==> config.mk <==
export PLATFORM = sky130hd
export DESIGN_NAME = debug_comparator_b_c_fifo_high
export DESIGN_NICKNAME = d
export VERILOG_FILES = /design/src/dbg_cmp_pkg.sv /design/src/debug_comparator_b_c_fifo_high.sv
export VERILOG_INCLUDE_DIRS = /design/src
export SDC_FILE = /design/constraint.sdc
export NUM_CORES = 1
export LEC_CHECK = 0
export ABC_CLOCK_PERIOD_IN_PS = 1600
export BUFFER_PORTS_ARGS = -buffer_cell sky130_fd_sc_hd__buf_2
export CORE_ASPECT_RATIO = 0.7
export CORE_MARGIN = 1.5
export CORE_UTILIZATION = 47
export DETAILED_ROUTE_END_ITERATION = 10
export HOLD_SLACK_MARGIN = 0.02
export PLACE_DENSITY = 0.77
export RECOVER_POWER = 50
export SYNTH_ARGS = -nofsm -noshare
export SYNTH_HDL_FRONTEND = slang
export SYNTH_SLANG_ARGS = --single-unit
==> constraint.sdc <==
create_clock -name pclk -period 1.6 [get_ports pclk]
set_input_delay 0 -clock pclk [delete_from_list [all_inputs] [get_ports pclk]]
set_output_delay 0 -clock pclk [all_outputs]
set_load 0.1 [all_outputs]
==> src/dbg_cmp_consts.svh <==
`ifndef DBG_CMP_CONSTS_SVH
`define DBG_CMP_CONSTS_SVH

// Register indices; byte address is four times the index
`define DBG_IDX_CMP_B_HIGH 6'h02
`define DBG_IDX_CMP_B_LOW 6'h03
`define DBG_IDX_CMP_C_HIGH 6'h04
`define DBG_IDX_CMP_C_LOW 6'h05
`define DBG_IDX_FIFO_HIGH 6'h06
`define DBG_IDX_FIFO_LOW 6'h07

// Reset value of all match bytes
`define DBG_CMP_RESET 8'h00
// Fifo high byte in event-only modes
`define DBG_FIFO_HIGH_EVENT 8'h00

// Trigger mode codes
`define DBG_TRG_A_AND_B 4'h3
`define DBG_TRG_A_AND_NOT_B 4'h4
`define DBG_TRG_EVENT_B 4'h5
`define DBG_TRG_A_THEN_EVENT_B 4'h6

`endif

==> src/dbg_cmp_pkg.sv <==
`default_nettype none
package dbg_cmp_pkg;
  // Software-written match bytes of comparators B and C
  typedef struct packed {
    logic [7:0] b_high;
    logic [7:0] b_low;
    logic [7:0] c_high;
    logic [7:0] c_low;
  } cmp_regs_t;

  // Core bus as seen by the comparators
  typedef struct packed {
    logic [15:0] addr;
    logic [7:0] data;
  } core_bus_t;
endpackage
`default_nettype wire

==> src/debug_comparator_b_c_fifo_high.sv <==
// Function
// - Comparator B matches address bits 15..8 to its high byte, ignored in full mode.
// - Comparator B low byte matches address bits 7..0, or data bits 7..0 in full mode.
// - Comparator C matches address bits 15..8 to its high byte, bit for bit.
// - Comparator C matches address bits 7..0 to its low byte, bit for bit.
// - Match bytes clear to zero on power-on and on any reset that is not an end-run.
// - An end-trace reset with the enable set and begin-trace clear keeps every bit.
// - The fifo high byte shows word bits 15..8, and zero for valid words in event-only modes.
// - Reading the fifo low byte advances the fifo read pointer; software reads high first.
// - Full mode means the A-and-B and A-and-not-B trigger modes, B then matching data.
`timescale 1ns/1ns
`include "dbg_cmp_consts.svh"
`default_nettype none

module debug_comparator_b_c_fifo_high #(
  parameter int ADDR_W = 8
) (
  input wire logic pclk,
  input wire logic presetn,
  input wire logic psel,
  input wire logic penable,
  input wire logic pwrite,
  input wire logic [ADDR_W-1:0] paddr,
  input wire logic [31:0] pwdata,
  output logic [31:0] prdata,
  output logic pready,
  output logic pslverr,
  input wire dbg_cmp_pkg::core_bus_t core_bus,
  input wire logic [3:0] trigger_mode,
  input wire logic trace_reset,
  input wire logic debug_module_enable,
  input wire logic begin_trace_select,
  input wire logic [15:0] fifo_word,
  input wire logic fifo_valid,
  output logic match_b,
  output logic match_c,
  output logic fifo_advance
);

  // Bitwise equality of a byte against its match value
  function automatic logic byte_match(input logic [7:0] bus_v, input logic [7:0] want);
    byte_match = ((bus_v ^ want) == 8'h00);
  endfunction

  function automatic logic full_mode_f(input logic [3:0] mode);
    full_mode_f = (mode == `DBG_TRG_A_AND_B) || (mode == `DBG_TRG_A_AND_NOT_B);
  endfunction

  function automatic logic event_only_f(input logic [3:0] mode);
    event_only_f = (mode == `DBG_TRG_EVENT_B) || (mode == `DBG_TRG_A_THEN_EVENT_B);
  endfunction

  dbg_cmp_pkg::cmp_regs_t cmp_r;
  logic [31:0] prdata_r;
  logic pready_r;
  logic pslverr_r;
  logic match_b_r;
  logic match_c_r;
  logic fifo_advance_r;
  logic [5:0] idx;
  logic access;
  logic wr_en;
  logic rd_en;
  logic rd_req;
  logic keep_state;
  logic full_mode;
  logic mapped;

  assign idx = paddr[7:2];
  assign access = psel && penable && pready_r;
  assign wr_en = access && pwrite && (paddr[1:0] == 2'h0);
  assign rd_en = access && !pwrite && (paddr[1:0] == 2'h0);
  // First access cycle of a read: data must be loaded now to stand with pready
  assign rd_req = psel && penable && !pready_r && !pwrite && (paddr[1:0] == 2'h0);
  assign full_mode = full_mode_f(trigger_mode);
  assign keep_state = debug_module_enable && !begin_trace_select;
  assign mapped = (paddr[1:0] == 2'h0) && (idx >= `DBG_IDX_CMP_B_HIGH)
    && (idx <= `DBG_IDX_FIFO_LOW);

  // One wait state: ready rises in the second access cycle
  always_ff @(posedge pclk or negedge presetn) begin
    if (!presetn) begin
      pready_r <= 1'b0;
    end else begin
      pready_r <= psel && penable && !pready_r;
    end
  end

  // Match bytes; trace reset has priority over a concurrent write
  always_ff @(posedge pclk or negedge presetn) begin
    if (!presetn) begin
      cmp_r <= '{`DBG_CMP_RESET, `DBG_CMP_RESET, `DBG_CMP_RESET, `DBG_CMP_RESET};
    end else if (trace_reset) begin
      if (!keep_state) begin
        cmp_r <= '{`DBG_CMP_RESET, `DBG_CMP_RESET, `DBG_CMP_RESET, `DBG_CMP_RESET};
      end
      // End-run reset: hold everything untouched
    end else if (wr_en) begin
      unique case (idx)
        `DBG_IDX_CMP_B_HIGH: cmp_r.b_high <= pwdata[7:0];
        `DBG_IDX_CMP_B_LOW: cmp_r.b_low <= pwdata[7:0];
        `DBG_IDX_CMP_C_HIGH: cmp_r.c_high <= pwdata[7:0];
        `DBG_IDX_CMP_C_LOW: cmp_r.c_low <= pwdata[7:0];
        default: ;
      endcase
    end
  end

  // Read data loaded one cycle early so it stands in the pready cycle only
  always_ff @(posedge pclk or negedge presetn) begin
    if (!presetn) begin
      prdata_r <= 32'h0000_0000;
      pslverr_r <= 1'b0;
    end else begin
      pslverr_r <= psel && penable && !pready_r && !mapped;
      if (rd_req) begin
        unique case (idx)
          `DBG_IDX_CMP_B_HIGH: prdata_r <= {24'h000000, cmp_r.b_high};
          `DBG_IDX_CMP_B_LOW: prdata_r <= {24'h000000, cmp_r.b_low};
          `DBG_IDX_CMP_C_HIGH: prdata_r <= {24'h000000, cmp_r.c_high};
          `DBG_IDX_CMP_C_LOW: prdata_r <= {24'h000000, cmp_r.c_low};
          `DBG_IDX_FIFO_HIGH: begin
            if (event_only_f(trigger_mode) && fifo_valid) begin
              prdata_r <= {24'h000000, `DBG_FIFO_HIGH_EVENT};
            end else begin
              prdata_r <= {24'h000000, fifo_word[15:8]};
            end
          end
          `DBG_IDX_FIFO_LOW: prdata_r <= {24'h000000, fifo_word[7:0]};
          default: prdata_r <= 32'h0000_0000;
        endcase
      end else begin
        prdata_r <= 32'h0000_0000;
      end
    end
  end

  // Low byte read pops the fifo; high byte read has no side effect
  always_ff @(posedge pclk or negedge presetn) begin
    if (!presetn) begin
      fifo_advance_r <= 1'b0;
    end else begin
      fifo_advance_r <= rd_en && (idx == `DBG_IDX_FIFO_LOW);
    end
  end

  // Comparators, registered so downstream trigger logic sees clean levels
  always_ff @(posedge pclk or negedge presetn) begin
    if (!presetn) begin
      match_b_r <= 1'b0;
      match_c_r <= 1'b0;
    end else begin
      if (full_mode) begin
        match_b_r <= byte_match(core_bus.data, cmp_r.b_low);
      end else begin
        match_b_r <= byte_match(core_bus.addr[15:8], cmp_r.b_high)
          && byte_match(core_bus.addr[7:0], cmp_r.b_low);
      end
      match_c_r <= byte_match(core_bus.addr[15:8], cmp_r.c_high)
        && byte_match(core_bus.addr[7:0], cmp_r.c_low);
    end
  end

  assign prdata = prdata_r;
  assign pready = pready_r;
  assign pslverr = pslverr_r;
  assign match_b = match_b_r;
  assign match_c = match_c_r;
  assign fifo_advance = fifo_advance_r;
endmodule // debug_comparator_b_c_fifo_high
`default_nettype wire

Word-level counts from Yosys, hierarchy flattened
Index checks and enable logic that the tools add are counted.
{"block": "totals", "mem_bits_rw": 0, "elab_cells": 77, "latch_bits": 0, "out_inout_bits": 37, "register_bits": 69, "mem_count": 0, "rom_bits": 0, "inputBits": 93}
{"block": "classes", "div": 0, "add_sub_neg": 0, "n_reduce_logical": 38, "eq_ne": 11, "mul": 0, "mux": 11, "shifts": 0, "bitwise": 5, "n_lt_le_gt_ge": 2}
{"operator": "two-way mux 32 bit", "count": 4}
{"operator": "one-hot mux 8 bit (6 select lines)", "count": 1}
{"operator": "zero test 8 bit", "count": 5}
{"operator": "two-way mux 8 bit", "count": 5}
{"operator": "bitwise XOR 8 bit", "count": 5}
{"operator": "equality test 6 x 3 -> 1 bit, second input constant", "count": 4}
{"operator": "logical AND 1 bit", "count": 17}
{"operator": "equality test 4 x 3 -> 1 bit, second input constant", "count": 3}
{"operator": "equality test 6 x 2 -> 1 bit, second input constant", "count": 2}
{"operator": "AND reduction 3 bit", "count": 4}
{"operator": "nonzero test 2 bit", "count": 5}
{"operator": ">= comparator 6 x 2 -> 1 bit, second input constant", "count": 1}
{"operator": "less-or-equal comparator 6 x 3 -> 1 bit, second input constant", "count": 1}
{"operator": "equality test 4 x 2 -> 1 bit, second input constant", "count": 1}
{"operator": "zero test 1 bit", "count": 4}
{"operator": "zero test 2 bit", "count": 1}
{"operator": "logical OR 1 bit", "count": 2}
{"operator": "inequality test 2 bit, second input constant", "count": 1}
{"operator": "two-way mux 1 bit", "count": 1}

Depth between registers and ports, before layout
{"block": "logic_depth", "depth_word": 6, "mapped_depth": 5, "depth_no_buf": 4}

Worst setup path after synthesis
No wires, ideal clock.
{"block": "synth_path", "path_kind": "reg-to-reg", "startpoint": "register pready_r (netlist: pready)", "endpoint": "register cmp_r[10] in the netlist's numbering", "slack_ns": -0.441, "arrival_time_ns": 1.905, "synth_period_minus_slack_ns": 2.041, "path_stages_with_launch": 5, "path_buffers": 0, "setup_time_ns": 0.136, "required_ns": 1.464, "cell_sequence": "dfrtp_1 and3_1 and3b_1 nand2_1 mux2i_1"}
{"block": "synth_via", "elab_chain_cells": 5}
{"element": "from (decl)", "line": "debug_comparator_b_c_fifo_high.sv:55", "text": "logic pready_r;"}
{"element": "from (signal assigned)", "line": "debug_comparator_b_c_fifo_high.sv:85", "text": "pready_r <= psel && penable && !pready_r;"}
{"element": "logical AND 1 bit", "line": "debug_comparator_b_c_fifo_high.sv:70", "text": "assign access = psel && penable && pready_r;"}
{"element": "logical AND 1 bit (2 in series)", "line": "debug_comparator_b_c_fifo_high.sv:71", "text": "assign wr_en = access && pwrite && (paddr[1:0] == 2'h0);"}
{"element": "nonzero test 2 bit (no source line)"}
{"element": "AND reduction 3 bit (no source line)"}
{"element": "to (signal assigned)", "line": "debug_comparator_b_c_fifo_high.sv:92", "text": "cmp_r <= '{`DBG_CMP_RESET, `DBG_CMP_RESET, `DBG_CMP_RESET, `DBG_CMP_RESET};"}
{"element": "to (signal assigned)", "line": "debug_comparator_b_c_fifo_high.sv:95", "text": "cmp_r <= '{`DBG_CMP_RESET, `DBG_CMP_RESET, `DBG_CMP_RESET, `DBG_CMP_RESET};"}
{"element": "to (decl)", "line": "debug_comparator_b_c_fifo_high.sv:53", "text": "dbg_cmp_pkg::cmp_regs_t cmp_r;"}
No other way between the ends.
A chain may end at the register's enable or synchronous reset.

Final worst setup path
{"block": "layout_path", "startpoint": "input paddr[0]", "endpoint": "register cmp_r[30] in the netlist's numbering"}
{"block": "layout_via", "elab_chain_cells": 4}
{"element": "from (decl)", "line": "debug_comparator_b_c_fifo_high.sv:23", "text": "input wire logic [ADDR_W-1:0] paddr,"}
{"element": "zero test 2 bit", "line": "debug_comparator_b_c_fifo_high.sv:71"}
{"element": "logical AND 1 bit", "line": "debug_comparator_b_c_fifo_high.sv:71"}
{"element": "nonzero test 2 bit (no source line)"}
{"element": "AND reduction 3 bit (no source line)"}
No other way between the ends.

==> impl_metrics.yaml <==
run_status:
  status: "finished clean"
sta:
  worstMarginPinSlew_ns: 1.29
  drv_slew: 0
  tns_ns: 0
  final_hold_viol_count: 0
  fin_crit_sh_pct: 93.2
  fin_crit_ns: 1.49
  max_clock_freq_mhz: 671
  setup_viol: 0
  fin_skew_ns: 0.00662
  rsz0062_at_grt: "false"
  timing.slew.headroom_pct: 13.8
cells_and_area:
  mostFrequentLayoutCell: "buf_2"
  regArea_mm2: 0.00113
  syn_to_final_growth_pct: 26.2
  final_cell_mix: "buf_2 (75), dfrtp_1 (44), nand2_1 (36)"
  nets: 477
  fillers: 517
  drive_gt1_share_pct: 32.7
  multi_input_area_mm2: 0.00159
  n_antenna_cell: 0
worst_setup_path:
  cp-end-kind: "flip-flop"
  required_ns: 1.78
  arrival_ns: 1.67
  crit_fanout: 8
  start_kind: "input port"
  critPathKind: "input port to flip-flop"
die:
  dieHeight_um: 68.0
  coreArea_mm2: 0.00578
  rows: 23
  initial_core_util_pct: 49.1
  die_area_mm2: 0.00652
  die_w_um: 95.9
  io_pins: 130
clocking:
  hold_buffers: 13
  clk_pin_slew_ns: 0.09
  cts_tree: "yes"
  root_buffer: "clkbuf_8"
  cts_resized: 0
  clock_latency_ns: 0.30
  postCtsSetupBuffers: 0
  htree_levels: 2
  cts.sinks: 45
  clockBufferDepth: 2
  cts_buffers: 5
route:
  drt_wl_total_um: 7760
  num_vias: 2407
  dr.first_iter.drc_count: 185
  drtPass1Iterations: 4
  via_per_inst: 5.23
  drc: 0
  wire_per_inst_um: 16.9
  final_antenna_net_count: 0
grt:
  track_usage_pct: 25.1
  grt-ovfl-total: 0
  grt_antenna_before_repair: 0
  grt_pass1_wl_um: 11800
  grt_pass1_vias: 2328
  grt_start_max_net_pins: 33
pwr:
  irDropWorstVdd_v: 0.000442
  powerDensity_mw_per_mm2: 733
  cellLeakagePower_nw: 1.96
  power_w: 0.00262
logic_synthesis:
  avgSynthCellArea_um2: 10.3
  synthDistinctLibCells: 33
  syn_area_mm2: 0.00284
  ys_warn_count: 0
  synth-seq-cells: 45
  netlist_instances: 276
  seq_area_frac_synth_pct: 39.7
place:
  post-dp-hpwl_um: 5820
  io_buffer_count: 81
  place_congestion: 0.958
worst_hold_path:
  min_path_type: "input port to flip-flop"
run:
  cap_viol_max_count: 0
-- worst max-delay path, cell delays in order --
cell and delay, ns:
dlygate4sd3_1 0.53, buf_2 0.14, nor4b_2 0.32, and3b_1 0.27, nand2_2 0.22, mux2i_1 0.18
-- cell usage after synthesis (all sizes together) --
cell / count / area share, %
dfrtp: 45 / 40
clkbuf: 6 / 0.79
nor2: 7 / 1.0
nand3: 2 / 0.35
nor4: 7 / 1.5
inv: 1 / 0.13
nand4: 7 / 2.3
a211oi: 1 / 0.44
nor3: 2 / 0.35
a22oi: 14 / 3.7
mux2i: 34 / 12
nand2: 38 / 5.1
mux2: 15 / 6.0
a221oi: 1 / 0.31
a21oi: 9 / 1.6
conb: 1 / 0.13
nor3b: 1 / 0.66
buf: 25 / 6.5
nor4b: 1 / 0.53
or3: 1 / 0.22
xor2: 25 / 7.7
a21boi: 1 / 0.26
xnor2: 16 / 4.9
o21ai: 1 / 0.18
and3b: 2 / 0.62
and3: 2 / 0.44
nand2b: 9 / 2.0
nand3b: 2 / 0.53
-- routing by layer --
| layer | up-vias | track usage [%] | wire length, um |
|---|---|---|---|
| met5 | - | 0 | 0 |
| met4 | 0 | 6.43 | 132 |
| met3 | 18 | 3.78 | 466 |
| met2 | 122 | 40.8 | 3490 |
| met1 | 1136 | 35.2 | 3670 |
| li1 | 1131 | - | - |
-- area by class of cell --
class	instances	share of cell area, %
multi-input combinational	222	44.5
sequential	45	31.6
timing repair buffer	109	18.0
tap	75	2.62
clock buffer	7	2.41
clock inverter	1	0.839
inverter	1	0.105
-- final timing paths --
check / start / endpoint / slack [ns] / cells past startpoint
max: paddr[0] / cmp_r[30] / 0.11 / 6
min: fifo_word[15] / prdata[7] / 0.02 / 3
max reg2reg: pready / cmp_r[14] / 0.17 / 4
min reg2reg: cmp_r[6] / cmp_r[6] / 0.57 / 2
max in group asynchronous: presetn / cmp_r[1] / 0.37 / 3
min in group asynchronous: presetn / prdata[0] / 0.23 / 2
-- report_power, final --
part,switching [W],total (W),internal [W]
registers,0.00000110,0.00114,0.00114
clock network,0.000396,0.000906,0.000510
logic,0.000432,0.000578,0.000146
-- registers in the layout, summed over array words and instances (netlist names) --
name,count
cmp_r,32
pready,1
fifo_advance,1
pslverr,1
match_c,1
match_b,1
prdata,8
-- logic make-up (layout without fill, tap and decap cells) --
group	after synthesis	after routing	synth area share, %
flops	45	45	39.7
simple gates	81	81	15.7
xor+xnor	41	41	12.7
mux	49	49	17.9
other cells	1	24	0.132
buf+inv	32	118	7.45
compound gates	27	27	6.48
-- per-stage QoR --
step / hold slack (ns) / cells / util [%] / instance area [um^2] / worst slack (ns)
6_report: 0.0246 / 460 / 61.9 / 3580 / 0.109
5_1_grt: 0.0275 / 460 / 61.9 / 3580 / 0.0140
4_1_cts: 0.0211 / 459 / 61.8 / 3580 / 0.160
3_5_place_dp: -0.112 / 438 / 57.6 / 3330 / 0.0523
3_3_place_gp: -0.115 / 438 / 57.6 / 3330 / 0.0665
2_1_floorplan: -0.296 / 299 / - / 2930 / 0.0336
No activity file was read; power rests on OpenSTA's default activity.
